### src/hw/mca_defines.vh
/*
 * constants for the arithmetic/logical carry path: instruction fields,
 * alu and shifter codes, register offsets and reset values.
 * assumes it is included once by bare name from each design file.
 */
// What this block does
// - first operand is dest accumulator, two-operand functions
// - second operand is source accumulator, all functions
// - function comes from instruction bits five to seven
// - msb carry-out inverts the preselected carry
// - carry plus result form seventeen-bit shifter word
// - store carry and result unless store suppressed
// - skip test runs even when store suppressed
// - subtract by inverted subtrahend plus carry-in one
// - code 000 inverts source, carry unchanged
// - code 001 negates, carry inverts when source zero
// - code 010 passes source, carry unchanged
// - code 011 increments, carry inverts on wrap
// - code 100 adds inverted source, carry if src<dst
// - code 101 subtracts, carry if src<=dst
// - code 110 adds, carry if sum overflows
// - code 111 ands, carry unchanged
// - shift field passes, rotates left, right, swaps
// - carry base field: flag, zero, one, inverted
// - skip field selects eight shifted-output tests
`ifndef MCA_DEFINES_VH
`define MCA_DEFINES_VH

// instruction fields, instruction bit 0 (the msb) is verilog bit 15
`define MCA_F_CLASS 15
`define MCA_F_SRC_HI 14
`define MCA_F_SRC_LO 13
`define MCA_F_DST_HI 12
`define MCA_F_DST_LO 11
`define MCA_F_OP_HI 10
`define MCA_F_OP_LO 8
`define MCA_F_ROT_HI 7
`define MCA_F_ROT_LO 6
`define MCA_F_BASE_HI 5
`define MCA_F_BASE_LO 4
`define MCA_F_NOSTORE 3
`define MCA_F_TEST_HI 2
`define MCA_F_TEST_LO 0

// alu function codes
`define MCA_OP_INV 3'h0
`define MCA_OP_TWOS 3'h1
`define MCA_OP_PASS 3'h2
`define MCA_OP_INC 3'h3
`define MCA_OP_ADDINV 3'h4
`define MCA_OP_DIFF 3'h5
`define MCA_OP_SUM 3'h6
`define MCA_OP_AND 3'h7

// shifter codes
`define MCA_ROT_NONE 2'h0
`define MCA_ROT_LEFT 2'h1
`define MCA_ROT_RIGHT 2'h2
`define MCA_ROT_SWAP 2'h3

// carry base codes
`define MCA_BASE_FLAG 2'h0
`define MCA_BASE_ZERO 2'h1
`define MCA_BASE_ONE 2'h2
`define MCA_BASE_INV 2'h3

// register word addresses on the bus
`define MCA_REG_AC0 4'h0
`define MCA_REG_AC1 4'h1
`define MCA_REG_AC2 4'h2
`define MCA_REG_AC3 4'h3
`define MCA_REG_CARRY 4'h4
`define MCA_REG_INSTR 4'h5
`define MCA_REG_STATUS 4'h6

// reset values
`define MCA_RST_WORD 16'h0000
`define MCA_RST_BUS 32'h0000_0000

`endif

### src/hw/mca_alu.v
/*
 * sixteen-bit alu of the carry path: eight functions, carry-out of the
 * most significant bit and the preselected-carry inversion.
 * assumes purely combinational use inside the carry path top.
 */
`include "mca_defines.vh"

module mca_alu (
   input wire [2:0] op_in,        // function code
   input wire [15:0] dst_in,      // destination accumulator value
   input wire [15:0] src_in,      // source accumulator value
   input wire presel_in,          // preselected carry
   output reg [15:0] res_out,     // alu result
   output reg carry_out           // alu carry result
);

   reg [15:0] opa;      // adder first input
   reg [15:0] opb;      // adder second input
   reg cin;             // adder carry-in
   reg arith;           // function produces a carry-out
   reg [16:0] sum;      // seventeen-bit adder output

   // operand steering, adder and result select
   always @* begin
      opa = 16'h0000;
      opb = 16'h0000;
      cin = 1'b0;
      arith = 1'b1;
      case (op_in)
         `MCA_OP_TWOS: begin     // two's complement, carry on zero
            opb = ~src_in;
            cin = 1'b1;
         end
         `MCA_OP_INC: begin      // source plus one, wraps
            opb = src_in;
            cin = 1'b1;
         end
         `MCA_OP_ADDINV: begin   // dst plus inverted src
            opa = dst_in;
            opb = ~src_in;
         end
         `MCA_OP_DIFF: begin     // inverted subtrahend, carry-in one
            opa = dst_in;
            opb = ~src_in;
            cin = 1'b1;
         end
         `MCA_OP_SUM: begin      // plain add
            opa = dst_in;
            opb = src_in;
         end
         default: begin          // logical functions leave carry alone
            arith = 1'b0;
         end
      endcase
      sum = {1'b0, opa} + {1'b0, opb} + {16'h0000, cin};
      case (op_in)
         `MCA_OP_INV: res_out = ~src_in;
         `MCA_OP_PASS: res_out = src_in;
         `MCA_OP_AND: res_out = dst_in & src_in;
         default: res_out = sum[15:0];
      endcase
      // msb carry-out inverts the preselected carry
      carry_out = presel_in ^ (arith & sum[16]);
   end

endmodule // mca_alu

### src/hw/mca_carry_path.v
/*
 * arithmetic/logical carry path: four accumulators, the carry flag, the
 * alu, the seventeen-bit shifter, the store and the skip test, all
 * reached over an avalon-mm slave with waitrequest.
 * assumes a master on the same clock that holds each request until it
 * samples waitrequest low; no input needs synchronising.
 */
// Added by the designer: the placing of the registers and the Avalon-MM slave port.
`include "mca_defines.vh"

module mca_carry_path (
   input wire REF_CLK_IN,              // 20 mhz processor clock
   input wire SYS_RST_IN,              // async reset, active high
   input wire [3:0] AVS_ADDRESS_IN,    // word address
   input wire AVS_READ_IN,             // read request
   input wire AVS_WRITE_IN,            // write request
   input wire [31:0] AVS_WRITEDATA_IN, // write data
   input wire [3:0] AVS_BYTEENABLE_IN, // byte enables
   output reg [31:0] AVS_READDATA_OUT, // read data
   output reg AVS_WAITREQUEST_OUT,     // stall, low one cycle to answer
   output reg CARRY_FLAG_OUT,          // current carry flag
   output reg SKIP_OUT                 // skip decision of last instruction
);

   // bus states
   localparam ST_IDLE = 2'h0;   // waiting for a request
   localparam ST_EXEC = 2'h1;   // committing an instruction
   localparam ST_ACK = 2'h2;    // answering, waitrequest low

   reg [1:0] state_r;           // bus state
   reg [1:0] state_nxt;         // next bus state
   reg [15:0] acc_r [0:3];      // accumulator file
   reg carry_r;                 // carry flag
   reg [15:0] instr_r;          // last instruction word
   reg [15:0] result_r;         // last shifted result
   reg shcarry_r;               // last shifted carry
   reg skip_r;                  // last skip decision
   reg stored_r;                // last instruction stored its result
   reg [31:0] rdata_nxt;        // read data for the answer
   integer i;                   // reset loop index

   // instruction fields
   wire [1:0] src_sel;          // source accumulator index
   wire [1:0] dst_sel;          // destination accumulator index
   wire [2:0] op_code;          // alu function
   wire [1:0] rot_code;         // rotate_swap_select
   wire [1:0] base_code;        // carry_base_select
   wire store_suppress;         // no-load bit
   wire [2:0] test_code;        // branch_over_test

   // datapath nets
   wire [15:0] src_val;         // source accumulator value
   wire [15:0] dst_val;         // destination accumulator value
   reg preselected_carry;       // carry base for the alu
   wire [15:0] alu_res;         // alu result
   wire alu_carry_result;       // carry after msb inversion
   reg [15:0] shifted_res;      // shifter result
   reg shifted_carry;           // shifter carry
   reg skip_now;                // skip test on shifter output
   wire res_zero;               // shifted result is zero

   // merged lower half-word write, honouring byte enables
   reg [15:0] wr_half;          // write data merged into target

   // field extraction, bit 0 of the word is the msb
   assign src_sel = instr_r[`MCA_F_SRC_HI:`MCA_F_SRC_LO];
   assign dst_sel = instr_r[`MCA_F_DST_HI:`MCA_F_DST_LO];
   assign op_code = instr_r[`MCA_F_OP_HI:`MCA_F_OP_LO];
   assign rot_code = instr_r[`MCA_F_ROT_HI:`MCA_F_ROT_LO];
   assign base_code = instr_r[`MCA_F_BASE_HI:`MCA_F_BASE_LO];
   assign store_suppress = instr_r[`MCA_F_NOSTORE];
   assign test_code = instr_r[`MCA_F_TEST_HI:`MCA_F_TEST_LO];

   // operand fetch from the accumulator file
   assign src_val = acc_r[src_sel];
   assign dst_val = acc_r[dst_sel];

   // carry base select
   always @* begin
      case (base_code)
         `MCA_BASE_FLAG: preselected_carry = carry_r;
         `MCA_BASE_ZERO: preselected_carry = 1'b0;
         `MCA_BASE_ONE: preselected_carry = 1'b1;
         default: preselected_carry = ~carry_r;
      endcase
   end

   // eight-function alu with the carry inversion
   mca_alu u_alu (
      .op_in(op_code),
      .dst_in(dst_val),
      .src_in(src_val),
      .presel_in(preselected_carry),
      .res_out(alu_res),
      .carry_out(alu_carry_result)
   );

   // shifter on the seventeen-bit carry-plus-result word
   always @* begin
      case (rot_code)
         `MCA_ROT_LEFT: begin   // rotate left through carry
            shifted_carry = alu_res[15];
            shifted_res = {alu_res[14:0], alu_carry_result};
         end
         `MCA_ROT_RIGHT: begin  // rotate right through carry
            shifted_carry = alu_res[0];
            shifted_res = {alu_carry_result, alu_res[15:1]};
         end
         `MCA_ROT_SWAP: begin   // swap bytes, carry kept
            shifted_carry = alu_carry_result;
            shifted_res = {alu_res[7:0], alu_res[15:8]};
         end
         default: begin         // pass unchanged
            shifted_carry = alu_carry_result;
            shifted_res = alu_res;
         end
      endcase
   end

   assign res_zero = (shifted_res == 16'h0000);

   // skip test, independent of the store suppress bit
   always @* begin
      case (test_code)
         3'h0: skip_now = 1'b0;                        // never
         3'h1: skip_now = 1'b1;                        // always
         3'h2: skip_now = ~shifted_carry;              // carry zero
         3'h3: skip_now = shifted_carry;               // carry set
         3'h4: skip_now = res_zero;                    // result zero
         3'h5: skip_now = ~res_zero;                   // result set
         3'h6: skip_now = ~shifted_carry | res_zero;   // either zero
         default: skip_now = shifted_carry & ~res_zero; // both set
      endcase
   end

   // byte-enable merge into the current value of the target
   always @* begin
      case (AVS_ADDRESS_IN)
         `MCA_REG_AC0: wr_half = acc_r[0];
         `MCA_REG_AC1: wr_half = acc_r[1];
         `MCA_REG_AC2: wr_half = acc_r[2];
         `MCA_REG_AC3: wr_half = acc_r[3];
         `MCA_REG_INSTR: wr_half = instr_r;
         default: wr_half = {15'h0000, carry_r};
      endcase
      if (AVS_BYTEENABLE_IN[0]) begin
         wr_half[7:0] = AVS_WRITEDATA_IN[7:0];
      end
      if (AVS_BYTEENABLE_IN[1]) begin
         wr_half[15:8] = AVS_WRITEDATA_IN[15:8];
      end
   end

   // read data decode, unmapped addresses read zero
   always @* begin
      if (AVS_ADDRESS_IN == `MCA_REG_AC0) begin
         rdata_nxt = {16'h0000, acc_r[0]};
      end else if (AVS_ADDRESS_IN == `MCA_REG_AC1) begin
         rdata_nxt = {16'h0000, acc_r[1]};
      end else if (AVS_ADDRESS_IN == `MCA_REG_AC2) begin
         rdata_nxt = {16'h0000, acc_r[2]};
      end else if (AVS_ADDRESS_IN == `MCA_REG_AC3) begin
         rdata_nxt = {16'h0000, acc_r[3]};
      end else if (AVS_ADDRESS_IN == `MCA_REG_CARRY) begin
         rdata_nxt = {31'h0000_0000, carry_r};
      end else if (AVS_ADDRESS_IN == `MCA_REG_INSTR) begin
         rdata_nxt = {16'h0000, instr_r};
      end else if (AVS_ADDRESS_IN == `MCA_REG_STATUS) begin
         // shifted result, stored, shifted carry, skip
         rdata_nxt = {result_r, 13'h0000, stored_r, shcarry_r, skip_r};
      end else begin
         rdata_nxt = `MCA_RST_BUS;
      end
   end

   // bus state sequencing
   always @* begin
      state_nxt = state_r;
      case (state_r)
         ST_IDLE: begin
            if (AVS_WRITE_IN && AVS_ADDRESS_IN == `MCA_REG_INSTR) begin
               state_nxt = ST_EXEC;   // new instruction, commit next
            end else if (AVS_READ_IN || AVS_WRITE_IN) begin
               state_nxt = ST_ACK;    // plain access answers next
            end
         end
         ST_EXEC: begin
            state_nxt = ST_ACK;
         end
         ST_ACK: begin
            state_nxt = ST_IDLE;
         end
         default: begin
            state_nxt = ST_IDLE;
         end
      endcase
   end

   // state, bus outputs and read capture
   always @(posedge REF_CLK_IN or posedge SYS_RST_IN) begin
      if (SYS_RST_IN) begin
         state_r <= ST_IDLE;
         AVS_WAITREQUEST_OUT <= 1'b1;
         AVS_READDATA_OUT <= `MCA_RST_BUS;
      end else begin
         state_r <= state_nxt;
         // waitrequest low exactly while in the answer state
         AVS_WAITREQUEST_OUT <= (state_nxt != ST_ACK);
         if (state_r == ST_IDLE && AVS_READ_IN) begin
            AVS_READDATA_OUT <= rdata_nxt; // capture read value
         end else if (state_nxt == ST_IDLE) begin
            AVS_READDATA_OUT <= `MCA_RST_BUS;
         end
      end
   end

   // accumulator file, carry flag and instruction state
   always @(posedge REF_CLK_IN or posedge SYS_RST_IN) begin
      if (SYS_RST_IN) begin
         for (i = 0; i < 4; i = i + 1) begin
            acc_r[i] <= `MCA_RST_WORD;
         end
         carry_r <= 1'b0;
         instr_r <= `MCA_RST_WORD;
         result_r <= `MCA_RST_WORD;
         shcarry_r <= 1'b0;
         skip_r <= 1'b0;
         stored_r <= 1'b0;
         CARRY_FLAG_OUT <= 1'b0;
         SKIP_OUT <= 1'b0;
      end else if (state_r == ST_IDLE && AVS_WRITE_IN) begin
         // software write to a register
         if (AVS_ADDRESS_IN == `MCA_REG_AC0) begin
            acc_r[0] <= wr_half;
         end else if (AVS_ADDRESS_IN == `MCA_REG_AC1) begin
            acc_r[1] <= wr_half;
         end else if (AVS_ADDRESS_IN == `MCA_REG_AC2) begin
            acc_r[2] <= wr_half;
         end else if (AVS_ADDRESS_IN == `MCA_REG_AC3) begin
            acc_r[3] <= wr_half;
         end else if (AVS_ADDRESS_IN == `MCA_REG_CARRY) begin
            carry_r <= wr_half[0];
            CARRY_FLAG_OUT <= wr_half[0];
         end else if (AVS_ADDRESS_IN == `MCA_REG_INSTR) begin
            instr_r <= wr_half;
         end
      end else if (state_r == ST_EXEC && instr_r[`MCA_F_CLASS]) begin
         // shifter output is always recorded and tested
         result_r <= shifted_res;
         shcarry_r <= shifted_carry;
         skip_r <= skip_now;
         SKIP_OUT <= skip_now;
         stored_r <= ~store_suppress;
         if (!store_suppress) begin
            // carry and destination load together
            acc_r[dst_sel] <= shifted_res;
            carry_r <= shifted_carry;
            CARRY_FLAG_OUT <= shifted_carry;
         end
      end
   end

endmodule // mca_carry_path

### config.mk
export PLATFORM = sky130hd
export DESIGN_NAME = mca_carry_path
export DESIGN_NICKNAME = d
export VERILOG_FILES = /design/src/hw/mca_alu.v /design/src/hw/mca_carry_path.v
export VERILOG_INCLUDE_DIRS = /design/src /design/src/hw
export SDC_FILE = /design/constraint.sdc
export NUM_CORES = 1
export LEC_CHECK = 0
export ABC_AREA = 1
export ABC_CLOCK_PERIOD_IN_PS = 14400
export BUFFER_PORTS_ARGS = -buffer_cell sky130_fd_sc_hd__buf_2
export CORE_ASPECT_RATIO = 0.7
export CORE_MARGIN = 8
export CORE_UTILIZATION = 25
export CTS_BUF_LIST = sky130_fd_sc_hd__clkbuf_4 sky130_fd_sc_hd__clkbuf_8
export CTS_CLUSTER_SIZE = 24
export DETAILED_ROUTE_END_ITERATION = 7
export PLACE_DENSITY_LB_ADDON = 0.08
export SLEW_MARGIN = 0
export SYNTH_ARGS = -nofsm -noshare
export SYNTH_HDL_FRONTEND = slang
export SYNTH_SLANG_ARGS = --single-unit
### constraint.sdc
create_clock -name REF_CLK_IN -period 14.4 [get_ports REF_CLK_IN]
set_clock_uncertainty 0.15 [all_clocks]
set_input_delay 3.6 -clock REF_CLK_IN [delete_from_list [all_inputs] [get_ports REF_CLK_IN]]
set_output_delay 3.6 -clock REF_CLK_IN [all_outputs]
set_load 0.1 [all_outputs]
# Word level (Yosys, flattened, before mapping)
# Cells that the tools add are included.
# word_totals
register_bits	135
elab_cells	150
# op_classes
n_addsub	2
order_cmp	3
n_eq_ne	36
n_mux	51
n_bitwise	18
reduce_logical	27
# ops
op	n
32-bit two-way mux	10
64-bit two-way mux	3
16-bit two-way mux	11
16-bit one-hot mux with 3 select lines	2
16-bit one-hot mux with 5 select lines	1
16-bit binary-select mux with 2-bit select	2
64-bit bitwise mux	1
48-bit two-way mux	1
16-bit demux with 2-bit select	1
16-bit one-hot mux with 2 select lines	1
3-bit == test, second input constant	7
2-bit != test, second input constant	10
16-bit by 16-bit adder with 17-bit output	1
17-bit by 1-bit adder with 17-bit output	1
16-bit bitwise AND	1
16-bit logical NOT	1
8-bit two-way mux	2
16-bit inverter	1
7-bit AND reduction	2
3-bit by 2-bit == test with 1-bit output, second input constant	4
4-bit by 3-bit == test with 1-bit output, second input constant	3
1-bit two-way mux	10
1-bit inverter	10
3-bit OR reduction	3
other kinds (30)	48

# Longest topological paths before layout
# Gate-level depths: netlist of run 1.
# depth
word_depth	15
depth_mapped	31
depth_no_buf	30

# By module
# From an unflattened synthesis of run 1, not the netlist that was laid out.
# unflattened
cells_unflattened	1499
hier_area_um2	9854.5
# by_module_without_submodules
module	n_inst	cells_each	area_per_inst_um2
mca_carry_path	1	1145	8065.2
mca_alu	1	354	1789.2

# Least setup slack after synthesis of run 1
# Ideal clock, no wire load.
# synth_path
path_type	input to register
start	input port AVS_ADDRESS_IN[3]
end	register acc_r[29] (netlist name)
setup_ps	65
t_arrival_ps	5073
required_time_ps	14185
slack_ps	9112
path_stages	13
n_path_buf	1
cell_sequence	nor2_1 > inv_1 > nor3_2 > inv_1 > buf_2 > o22ai_1 > a221oi_1 > nand2_1 > inv_1 > o21ai_0 > nand2_1 > nand3_1 > o21a_1
# synth_between
elab_chain_cells	7
elab_cells_between_ends	15
# synth_lines
element	line	text
from (decl)	mca_carry_path.v:14	input wire [3:0] AVS_ADDRESS_IN,
4-bit by 3-bit == test with 1-bit output, or another cell as far along	mca_carry_path.v:138	case (AVS_ADDRESS_IN)
16-bit one-hot mux with 5 select lines	mca_carry_path.v:138	
8-bit two-way mux	mca_carry_path.v:149	if (AVS_BYTEENABLE_IN[1]) begin
16-bit two-way mux	mca_carry_path.v:237	end else if (AVS_ADDRESS_IN == `MCA_REG_AC2) begin
32-bit two-way mux	mca_carry_path.v:235	end else if (AVS_ADDRESS_IN == `MCA_REG_AC1) begin
48-bit two-way mux	mca_carry_path.v:233	if (AVS_ADDRESS_IN == `MCA_REG_AC0) begin
64-bit two-way mux	mca_carry_path.v:231	end else if (state_r == ST_IDLE && AVS_WRITE_IN) begin
to (signal, indexed assignment)	mca_carry_path.v:221	acc_r[i] <= `MCA_RST_WORD;
to (signal, indexed assignment)	mca_carry_path.v:256	acc_r[dst_sel] <= shifted_res;
to (decl)	mca_carry_path.v:32	reg [15:0] acc_r [0:3];
# Parallel ways exist; a longest one is shown, timed or not. The select of a mux whose other input is x is not followed.
# A chain may end at the register's enable or synchronous reset.

# Final worst setup path of run 1
# layout_path
start	input port AVS_ADDRESS_IN[3]
end	register acc_r[23] (netlist name)
# layout_between
elab_chain_cells	7
elab_cells_between_ends	15
# layout_lines
element	line	text
4-bit by 3-bit == test with 1-bit output, or another cell as far along	mca_carry_path.v:138	
16-bit one-hot mux with 5 select lines	mca_carry_path.v:138	
8-bit two-way mux	mca_carry_path.v:146	if (AVS_BYTEENABLE_IN[0]) begin
16-bit two-way mux	mca_carry_path.v:237	
32-bit two-way mux	mca_carry_path.v:235	
48-bit two-way mux	mca_carry_path.v:233	
64-bit two-way mux	mca_carry_path.v:231	
# Parallel ways exist; a longest one is shown, timed or not. The select of a mux whose other input is x is not followed.

==> metrics.md, run 1 <==
| Metric | Value |
|---|---|
| Global Route met1 Usage | `just under 30%` |
| Worst skew pair latency | `480 ps` |
| Die Area | `~0.047 mm²` |
| GR peak layer | `met1` |
| Grt met2 use | `27.0%` |
| Synthesized area | `0.00999 mm²` |
| Synth warn | `0` |
| Slew Limit Fails | `0` |
| Cells after Synth | `1558` |
| Final Util | `around 28%` |
| Vias in the first global route | `10099` |
| Combinational fraction of design power | `63.0%` |
| Syn Nets | `1623` |
| WL per Instance | `21.1 µm` |
| Sink Count | `135` |
| MaxCap Viol Count | `0` |
| Final Cell Area | `0.0112 mm²` |
| Top-area cell type share of the netlist area | `33.6%` |
| Crit path capture type | `flip-flop` |
| Largest net degree at the start of global routing | `75` |
| Post-route ant nets | `0` |
| Area leader, netlist | `dfrtp_1` |
| Switch Pwr | `about 1.5 mW` |
| Cell with the most instances after synthesis | `nand2_1` |
| Fin. Hold Viols | `0` |
| Int Pwr | `1.06 mW` |
| Post-CTS Hold Buffers | `0` |
| Post-CTS Setup Inserts | `0` |
| FMAX | `0.158 GHz` |
| Vias per cell | `approximately 5.0` |
| Final wirelength | `45.0 mm` |
| Row cnt | `61` |
| DR iter-0 viols | `1053` |
| Worst vdd ir | `0.0000762 V` |
| H-tree depth | `4` |
| Hold path cells | `2` |
| Flop pwr share | `23.7%` |
| Crit path DAT | `6570 ps` |
| Top FF cell, synth | `dfrtp_1` |
| TritonCTS Buffers | `17` |
| Layout cells sized above 1 | `around 10%` |
| GRT Util Overall | `19.4%` |
| Drt drc | `0` |
| Register-to-Register Path Depth | `27` |
| Resize count post-CTS | `0` |
| Rel. slew slack | `20.7%` |
| Root Driver | `clkbuf_8` |
| Measured slew at the worst slew-check pin | `1180 ps` |
| Status | `complete, no violations` |
| Yosys cell types | `50` |
| Avg Cell Area, Syn | `6.41 µm²` |
| Min Tclk post-route | `6320 ps` |
| Max clock buf depth | `2` |
| Met3 usage | `roughly 4%` |
| Critical Path RT | `between 10000 and 15000 ps` |
| Initial antenna violation count | `2` |
| Core Box Area | `0.0395 mm²` |
| Main area contributors after synthesis | `dfrtp_1 (34%), nand2_1 (19%), inv_1 (7.4%)` |
| Clk pwr share | `13.3%` |
| Clock-pin transition on the worst setup and hold timing paths | `90 ps` |
| Leak | `between 5 and 6 nW` |
| Setup Viol. Count Final | `0` |
| IO buf count | `60` |
| PwrDens | `227 mW/mm²` |
| Switching part of the total | `about three fifths` |
| Setup TNS | `0 ps` |
| Largest fanout on the critical path | `5` |
| GR Overflow Total | `0` |
| DP Wirelength | `approximately 34 mm` |
| Top Ports | `79` |
| DR pass1 iterations | `6` |
| EDFF count, synth | `0` |
| RSZ-0062 raised after global routing | `no` |
| WS Path Type | `in2reg` |
| Synth cell count leaders | `nand2_1 (501), inv_1 (196), nand3_1 (144)` |
| Final net count | `1654` |
| Placed inst area | `0.0108 mm²` |
| Area grow syn2layout | `11.8%` |
| Die Wd | `255 µm` |
| Ys async rst share | `100%` |
| N_diodes | `0` |
| Starting Density | `around 25%` |
| Vias | `between 10000 and 15000` |
| CTS tree | `yes` |
| Tcrit/Tclk final | `43.9%` |
| Die Height | `approximately 180 µm` |
| Seq cells post-synth | `between 100 and 150` |
| First-pass GRT wire length | `67.2 mm` |
| GPL Wtd Cong | `slightly below 0.9` |
| Register area share after synthesis | `33.8%` |
| Startpoint Class | `input pin` |
| Hold WC Path Type | `reg2reg` |
-- cell families (layout without fill, tap and decap cells) --
group / Yosys count / in the layout / synth area share [%]
buffers and inverters: 274 / 317 / 11.4
AO/OA/AOI/OAI: 292 / 292 / 17.0
AND/OR/NAND/NOR: 833 / 833 / 34.7
flip-flops: 135 / 135 / 33.8
multiplexers: 2 / 2 / 0.226
adder cells (fa/ha/maj): 21 / 21 / 2.78
XOR/XNOR: 1 / 1 / 0.0877
-- flip-flops by register name (all words and copies together), names as in the netlist --
register             flops
acc_r                   64
AVS_READDATA_OUT        32
instr_r                 16
result_r                16
state_r                  2
AVS_WAITREQUEST_OUT      1
carry_r                  1
shcarry_r                1
skip_r                   1
stored_r                 1
-- power by group through the flow --
stage                     logic, mW  registers, mW  clock network [mW]
after global placement         1.58          0.605                   0
final                          1.60          0.600               0.338
after CTS                      1.58          0.598               0.344
after detailed placement       1.57          0.604                   0
after global routing           1.76          0.617               0.359
after floorplan               0.990          0.615                   0
-- critical path, cell delays in order --
cell and delay, ps:
buf_2 100, nor2_1 200, inv_1 140, nor3_2 470
inv_1 130, o221ai_1 430, inv_1 130, o21ai_0 810
nand2_1 270, nand2_1 150, nand2_1 50, o21ai_0 70
-- per-layer routing --
metal	vias up	part of all wire, %
li1	5123	-
met1	5097	50
met2	367	40
met3	48	7.8
met4	0	1.8
met5	-	0
-- cells in the final DEF, fill, tap and decap left out, types with 34 or more instances in the layout --
| cell type | Yosys | routed |
|---|---|---|
| nand3_1 | 144 | 144 |
| a31oi_1 | 34 | 34 |
| dfrtp_1 | 134 | 134 |
| nor2_1 | 130 | 125 |
| inv_1 | 196 | 195 |
| nand2_1 | 501 | 501 |
| o21ai_0 | 124 | 123 |
| a21oi_1 | 34 | 34 |
| o22ai_1 | 42 | 41 |
| buf_2 | 11 | 60 |
-- layout make-up --
| type | instances | area, µm² |
|---|---|---|
| timing repair buffer | 76 | 420 |
| clock buffer | 20 | 269 |
| sequential | 135 | 3380 |
| inverter | 210 | 796 |
| clock inverter | 11 | 126 |
| multi-input combinational | 1149 | 5500 |
| tap | 535 | 669 |
| fill | 4488 | 28400 |
-- stage by stage --
stage	instances	hold WS, ps	power (mW)	setup WS [ps]
3_5_place_dp	2105	324	2.18	7560
2_1_floorplan	1558	300	1.60	7040
5_1_grt	2136	371	2.74	7910
4_1_cts	2136	345	2.52	8060
6_report	2136	334	2.54	8080
3_3_place_gp	2105	316	2.18	7590
-- worst paths after layout --
check / from / to / slack (ps)
setup / recovery: AVS_ADDRESS_IN[3] / acc_r[23] / 8080
min in group asynchronous: SYS_RST_IN / AVS_READDATA_OUT[5] / 3100
setup reg to reg: instr_r[13] / skip_r / 9010
hold / removal: result_r[8] / result_r[8] / 330
hold reg to reg: result_r[8] / result_r[8] / 330
max in group asynchronous: SYS_RST_IN / acc_r[22] / 9650
No activity file was read; power rests on OpenSTA's default activity.
==> run 2: changes to the inputs <==
--- a/config.mk
+++ b/config.mk
@@ -7,7 +7,7 @@
 export NUM_CORES = 1
 export LEC_CHECK = 0
 export ABC_AREA = 1
-export ABC_CLOCK_PERIOD_IN_PS = 14400
+export ABC_CLOCK_PERIOD_IN_PS = 6440
 export BUFFER_PORTS_ARGS = -buffer_cell sky130_fd_sc_hd__buf_2
 export CORE_ASPECT_RATIO = 0.7
 export CORE_MARGIN = 8
==> constraint.sdc (replaced) <==
create_clock -name REF_CLK_IN -period 6.44 [get_ports REF_CLK_IN]
set_clock_uncertainty 0.15 [all_clocks]
set_input_delay 1.61 -clock REF_CLK_IN [delete_from_list [all_inputs] [get_ports REF_CLK_IN]]
set_output_delay 1.61 -clock REF_CLK_IN [all_outputs]
set_load 0.1 [all_outputs]
==> run 2 against run 1 <==
  * Clock power increased by 140%
  * Largest power group unchanged
  * Critical path depth up 13
  * Die area unchanged
  * Wire length rose by 1.1%
  * Critical path type is now reg2reg
  * Count of clock-buffer cells in the layout is 2 lower
==> metrics.md, run 2 (synthesized netlist as in run 1, its figures left out) <==
| Metric | Value |
|---|---|
| First-pass GRT wire length | `67.9 mm (+1.1%)` |
| GPL Wtd Cong | `0.887 (+1.3%)` |
| Top Ports | `79 (unchanged)` |
| Commonest cells after routing, fill and taps aside | `nand2_1 (501), inv_1 (195), nand3_1 (144)` |
| Placed cells | `2112 (+0.33%)` |
| Clock-pin transition on the worst setup and hold timing paths | `90 ps (about the same)` |
| Die Wd | `255 µm (unchanged)` |
| Critical Path RT | `6670 ps (-7980 ps)` |
| TritonCTS Buffers | `17 (unchanged)` |
| Status | `complete, no violations` |
| Rel. slew slack | `24.0% (+3.3 points)` |
| Crit path capture type | `flip-flop` |
| Drt drc | `0 (unchanged)` |
| Final net count | `1661 (+0.42%)` |
| Layout cells sized above 1 | `10.8% (+0.45 points)` |
| WS Path Type | `reg2reg` |
| Startpoint Class | `flip-flop` |
| Setup TNS | `0 ps (unchanged)` |
| Min Tclk post-route | `4880 ps` |
| Post-route insts no fill | `2144 (+0.37%)` |
| Resize count post-CTS | `0 (unchanged)` |
| Core Box Area | `0.0395 mm² (unchanged)` |
| Hold WC Path Type | `reg2reg` |
| FMAX | `0.205 GHz` |
| WL per Instance | `21.2 µm (+0.72%)` |
| Post-route ant nets | `0 (unchanged)` |
| PwrDens | `511 mW/mm² (+130%)` |
| Setup Viol. Count Final | `0 (unchanged)` |
| Tcrit/Tclk final | `75.8%` |
| DP Wirelength | `34.3 mm (+1.6%)` |
| Vias per cell | `4.96 (-0.31%)` |
| N_diodes | `0 (unchanged)` |
| GR Overflow Total | `0 (unchanged)` |
| Final wirelength | `45.5 mm (+1.1%)` |
| RSZ-0062 raised after global routing | `no` |
| Slew Limit Fails | `0 (unchanged)` |
| MaxCap Viol Count | `0 (unchanged)` |
| Hold Slack | `352 ps (+18.1 ps)` |
| Largest fanout on the critical path | `9 (+4)` |
| Post-CTS Setup Inserts | `0 (unchanged)` |
| Area grow syn2layout | `12.5%` |
| Max reg flops | `64 (unchanged)` |
| Biggest regs | `acc_r (64), AVS_READDATA_OUT (32)` |
| IO buf count | `60 (unchanged)` |
| Crit path DAT | `5110 ps (-1460 ps)` |
| Max clock buf depth | `2 (unchanged)` |
| Post-CTS Hold Buffers | `0 (unchanged)` |
| Row cnt | `61 (unchanged)` |
| Vias | `10642 (+0.066%)` |
| DR pass1 iterations | `5 (-1)` |
| DR iter-0 viols | `948 (-10%)` |
| Die Area | `0.0467 mm² (unchanged)` |
| Vias in the first global route | `10231 (+1.3%)` |
| Sink Count | `135 (unchanged)` |
| R2R setup slack | `1560 ps (-7450 ps)` |
| Leak | `5.51 nW (+0.76%)` |
| Root Driver | `clkbuf_8` |
| Top reg by flops | `acc_r` |
| CTS tree | `yes` |
| Worst vdd ir | `0.000183 V (+140%)` |
| GRT Util Overall | `19.6% (+0.25 points)` |
| Most common cell after layout, fill and taps aside | `nand2_1` |
| Starting Density | `25.3% (unchanged)` |
| Largest net degree at the start of global routing | `85 (+13%)` |
| Fin. Hold Viols | `0 (unchanged)` |
| Measured slew at the worst slew-check pin | `1140 ps (-48.2 ps)` |
| H-tree depth | `4 (unchanged)` |
| Die Height | `183 µm (unchanged)` |
| Worst skew pair latency | `490 ps (about the same)` |
| Initial antenna violation count | `0 (-2)` |
[run 2: cell count changes in the layout (fill, tap and decap cells not counted)]
cell | previous run | this run
clkinvlp_4 | 4 | 5
buf_4 | 16 | 23
clkinv_2 | 2 | 1
inv_6 | 1 | 3
bufinv_16 | 2 | 3
clkbuf_8 | 19 | 17
[run 2: cell type report]
type	instances	area, µm²
fill	4485	28300
sequential	135	3380
timing repair buffer	83	473
multi-input combinational	1149	5500
clock inverter	14	176
inverter	210	796
clock buffer	18	241
tap	535	669
[run 2: metal layers]
layer  vias up  global-route usage (%)  routed length, µm
li1       5125                       -                  -
met1      5094                    29.4              22700
met2       373                    27.5              18100
met3        50                    4.40               3710
met4         0                    5.81               1050
met5         -                       0                  0
[run 2: power by group]
part	switching, mW	total (mW)	internal, mW	leakage, nW
logic	2.67	3.60	0.927	3.65
registers	0.252	1.35	1.10	1.67
clock network	0.406	0.796	0.390	0.195
total	3.33	5.75	2.42	5.51
[run 2: path summary, 6_finish.rpt]
kind	cells after the start	end	from
setup / recovery	25	skip_r	instr_r[11]
hold / removal	2	result_r[8]	result_r[8]
setup reg to reg	25	skip_r	instr_r[11]
hold reg to reg	2	result_r[8]	result_r[8]
max in group asynchronous	3	AVS_READDATA_OUT[24]	SYS_RST_IN
min in group asynchronous	2	acc_r[3]	SYS_RST_IN
[run 2: worst max-delay path, stage by stage (launching register included)]
cell     delay (ps)
dfrtp_1         650
inv_2           180
nand3_1         120
nand2_1          60
nor2_1          400
nand2_1         140
fa_1            480
fa_1            470
inv_1            90
nand3_1          70
nand2_1         130
nand2_1          90
nand2_1          90
nand2_1         110
o21ai_1         260
nand3_1         210
nand3_1         170
nand2_1          60
nand2_1         180
nand3_1         100
nor2_1          110
nand4_1         180
nand2_1         100
nand2_1          50
nand3_1          60
nand2_1          50
[run 2: metrics by stage]
stage / utilization [%] / setup WS (ps) / cell area [µm²] / power [mW]
6_report: 28.4 / 1560 / 11200 / 5.75
5_1_grt: 28.4 / 1060 / 11200 / 6.21
4_1_cts: 28.4 / 1540 / 11200 / 5.73
3_5_place_dp: 27.4 / 1560 / 10800 / 4.92
3_3_place_gp: 27.4 / 1550 / 10800 / 4.93
2_1_floorplan: - / 1070 / 9990 / 3.59
==> run 3: changes to the inputs <==
--- a/config.mk
+++ b/config.mk
@@ -7,7 +7,7 @@
 export NUM_CORES = 1
 export LEC_CHECK = 0
 export ABC_AREA = 1
-export ABC_CLOCK_PERIOD_IN_PS = 6440
+export ABC_CLOCK_PERIOD_IN_PS = 4400
 export BUFFER_PORTS_ARGS = -buffer_cell sky130_fd_sc_hd__buf_2
 export CORE_ASPECT_RATIO = 0.7
 export CORE_MARGIN = 8
==> constraint.sdc (replaced) <==
create_clock -name REF_CLK_IN -period 4.4 [get_ports REF_CLK_IN]
set_clock_uncertainty 0.15 [all_clocks]
set_input_delay 1.1 -clock REF_CLK_IN [delete_from_list [all_inputs] [get_ports REF_CLK_IN]]
set_output_delay 1.1 -clock REF_CLK_IN [all_outputs]
set_load 0.1 [all_outputs]
==> run 3 against run 2 <==
  * Clock power up 67%
  * Via count up 2.0%
  * Sequential power up 47%
  * Register-to-register slack worse by 1200 ps
  * Highest routed layer unchanged
  * Largest power group unchanged
  * Critical path type unchanged
  * Total power up 61%
==> metrics.md, run 3 (synthesized netlist as in run 1, its figures left out) <==
| Metric | Value |
|---|---|
| Area grow syn2layout | `20.6%` |
| IO buf count | `60 (unchanged)` |
| Sink Count | `135 (unchanged)` |
| Final net count | `1745 (+5.1%)` |
| Post-route ant nets | `0 (unchanged)` |
| Post-CTS Hold Buffers | `0 (unchanged)` |
| Die Height | `183 µm (unchanged)` |
| Highest-delay cell along the critical path | `dfrtp_2` |
| Power consumption | `9.28 mW (+61%)` |
| Top reg by flops | `acc_r` |
| Most common cell after layout, fill and taps aside | `nand2_1` |
| Biggest regs | `acc_r (64), AVS_READDATA_OUT (32)` |
| Drt drc | `0 (unchanged)` |
| Setup ws final | `361 ps (-1200 ps)` |
| Max stage delay on crit path | `450 ps (-200 ps)` |
| Critical Path RT | `4640 ps (-2030 ps)` |
| FILL cells | `4509 (+0.54%)` |
| Most used cell, CP | `nand2_1` |
| GR peak layer | `met1` |
| Switching part of the total | `54.2% (-3.8 points)` |
| Grt met2 use | `27.3% (-0.17 points)` |
| Min Tclk post-route | `4040 ps (-840 ps)` |
| Tcrit/Tclk final | `91.8% (+16 points)` |
| Flop pwr share | `21.3% (-2.3 points)` |
| N_diodes | `0 (unchanged)` |
| GR Overflow Total | `0 (unchanged)` |
| Clock-pin transition on the worst setup and hold timing paths | `90 ps (about the same)` |
| Combinational fraction of design power | `64.3% (+1.7 points)` |
| Vias | `10852 (+2.0%)` |
| DP Wirelength | `36.0 mm (+4.8%)` |
| CTS tree | `yes` |
| Fin. Hold Viols | `0 (unchanged)` |
| Vias in the first global route | `10287 (+0.55%)` |
| PwrDens | `770 mW/mm² (+51%)` |
| H-tree depth | `4 (unchanged)` |
| Largest fanout on the critical path | `8 (-1)` |
| Clk pwr share | `14.4% (+0.6 points)` |
| Measured slew at the worst slew-check pin | `1210 ps (+78.7 ps)` |
| Rel. slew slack | `18.9% (-5.1 points)` |
| Core Box Area | `0.0395 mm² (unchanged)` |
| Die Wd | `255 µm (unchanged)` |
| Commonest cells after routing, fill and taps aside | `nand2_1 (495), inv_1 (195), nand3_1 (141)` |
| Global Route met1 Usage | `31.4% (+2.1 points)` |
| Worst vdd ir | `0.000262 V (+43%)` |
| Int Pwr | `4.25 mW (+76%)` |
| Met3 usage | `3.70% (-0.69 points)` |
| Top Ports | `79 (unchanged)` |
| GRT Util Overall | `19.9% (+0.28 points)` |
| WL per Instance | `20.9 µm (-1.8%)` |
| Hold WC Path Type | `reg2reg` |
| Switch Pwr | `5.03 mW (+51%)` |
| Crit path capture type | `flip-flop` |
| Crit path DAT | `4280 ps (-830 ps)` |
| Max reg flops | `64 (unchanged)` |
| MaxCap Viol Count | `0 (unchanged)` |
| FMAX | `0.248 GHz (+21%)` |
| Slew Limit Fails | `0 (unchanged)` |
| Root Driver | `clkbuf_8` |
| Row cnt | `61 (unchanged)` |
| DR pass1 iterations | `5 (unchanged)` |
| Largest net degree at the start of global routing | `64 (-25%)` |
| Final wirelength | `46.5 mm (+2.1%)` |
| Setup Viol. Count Final | `0 (unchanged)` |
| First-pass GRT wire length | `68.7 mm (+1.2%)` |
| WS Path Type | `reg2reg` |
| Initial antenna violation count | `1 (+1)` |
| Die Area | `0.0467 mm² (unchanged)` |
| DR iter-0 viols | `1038 (+9.5%)` |
| Status | `complete, no violations` |
| Starting Density | `25.3% (unchanged)` |
| Vias per cell | `4.87 (-1.9%)` |
| TritonCTS Buffers | `17 (unchanged)` |
| Worst skew pair latency | `490 ps (about the same)` |
| Max clock buf depth | `2 (unchanged)` |
| Startpoint Class | `flip-flop` |
| GPL Wtd Cong | `0.902 (+1.7%)` |
| DP Worst Slack | `48.6 ps (-1510 ps)` |
| Layout cells sized above 1 | `16.3% (+5.6 points)` |
| Setup TNS | `0 ps (unchanged)` |
| Leak | `5.98 nW (+8.4%)` |
run 3: changes by cell type in the layout (fill, tap and decap cells not counted), moves of 4 or more:
cell,previous run,this run
buf_4,23,103
buf_12,0,4
nand2_2,9,15
nand2_1,501,495
run 3: worst max-delay path, delay by kind of cell (launching register included):
family | cells | cell delay, ps
flip-flops | 1 | 450
AND/OR/NAND/NOR | 23 | 2350
adder cells (fa/ha/maj) | 1 | 340
buffers and inverters | 4 | 640
run 3: worst paths after layout:
| path | start | end | slack (ps) | cells past startpoint |
|---|---|---|---|---|
| setup / recovery | instr_r[12] | skip_r | 360 | 28 |
| hold / removal | result_r[6] | result_r[6] | 340 | 2 |
| setup reg to reg | instr_r[12] | skip_r | 360 | 28 |
| hold reg to reg | result_r[6] | result_r[6] | 340 | 2 |
| max in group asynchronous | SYS_RST_IN | instr_r[12] | 2740 | 3 |
| min in group asynchronous | SYS_RST_IN | AVS_READDATA_OUT[9] | 530 | 2 |
run 3: cell type report:
type | count | area (µm²) | area share, %
clock buffers | 18 | 241 | 2.00
clock inverters | 14 | 245 | 2.04
inverters | 210 | 795 | 6.60
multi-input cells | 1149 | 5560 | 46.1
flip-flops and latches | 135 | 3380 | 28.1
well taps | 535 | 669 | 5.56
repair buffers | 167 | 1150 | 9.58
run 3: repair_timing:
item / in CTS / in global routing
gates resized for setup: 0 / 19
setup buffers: 0 / 1
setup endpoints to repair: 0 / 29
endpoints found under the hold margin: 0 / 0
run 3: metal layers:
layer | wire length, µm | vias up
met3 | 3050 | 38
met5 | 0 | -
met4 | 597 | 0
met1 | 24600 | 5185
met2 | 18300 | 329
li1 | - | 5300
run 3: power groups by stage:
stage	Combinational [mW]	Clock (mW)	Sequential (mW)
floorplan	3.24	0	2.01
global placement	5.84	0	1.99
detailed placement	5.83	0	1.99
CTS	5.86	1.36	1.97
global route	6.54	1.41	2.03
finish	5.97	1.33	1.98
run 3: stage by stage:
stage | hold slack [ps] | cells | area, µm² | utilization, %
finish | 343 | 2228 | 12000 | 30.5
global route | 363 | 2228 | 12000 | 30.5
CTS | 346 | 2227 | 12000 | 30.3
detailed placement | 318 | 2195 | 11500 | 29.1
global placement | 324 | 2195 | 11500 | 29.1
floorplan | 300 | 1558 | 9990 | -
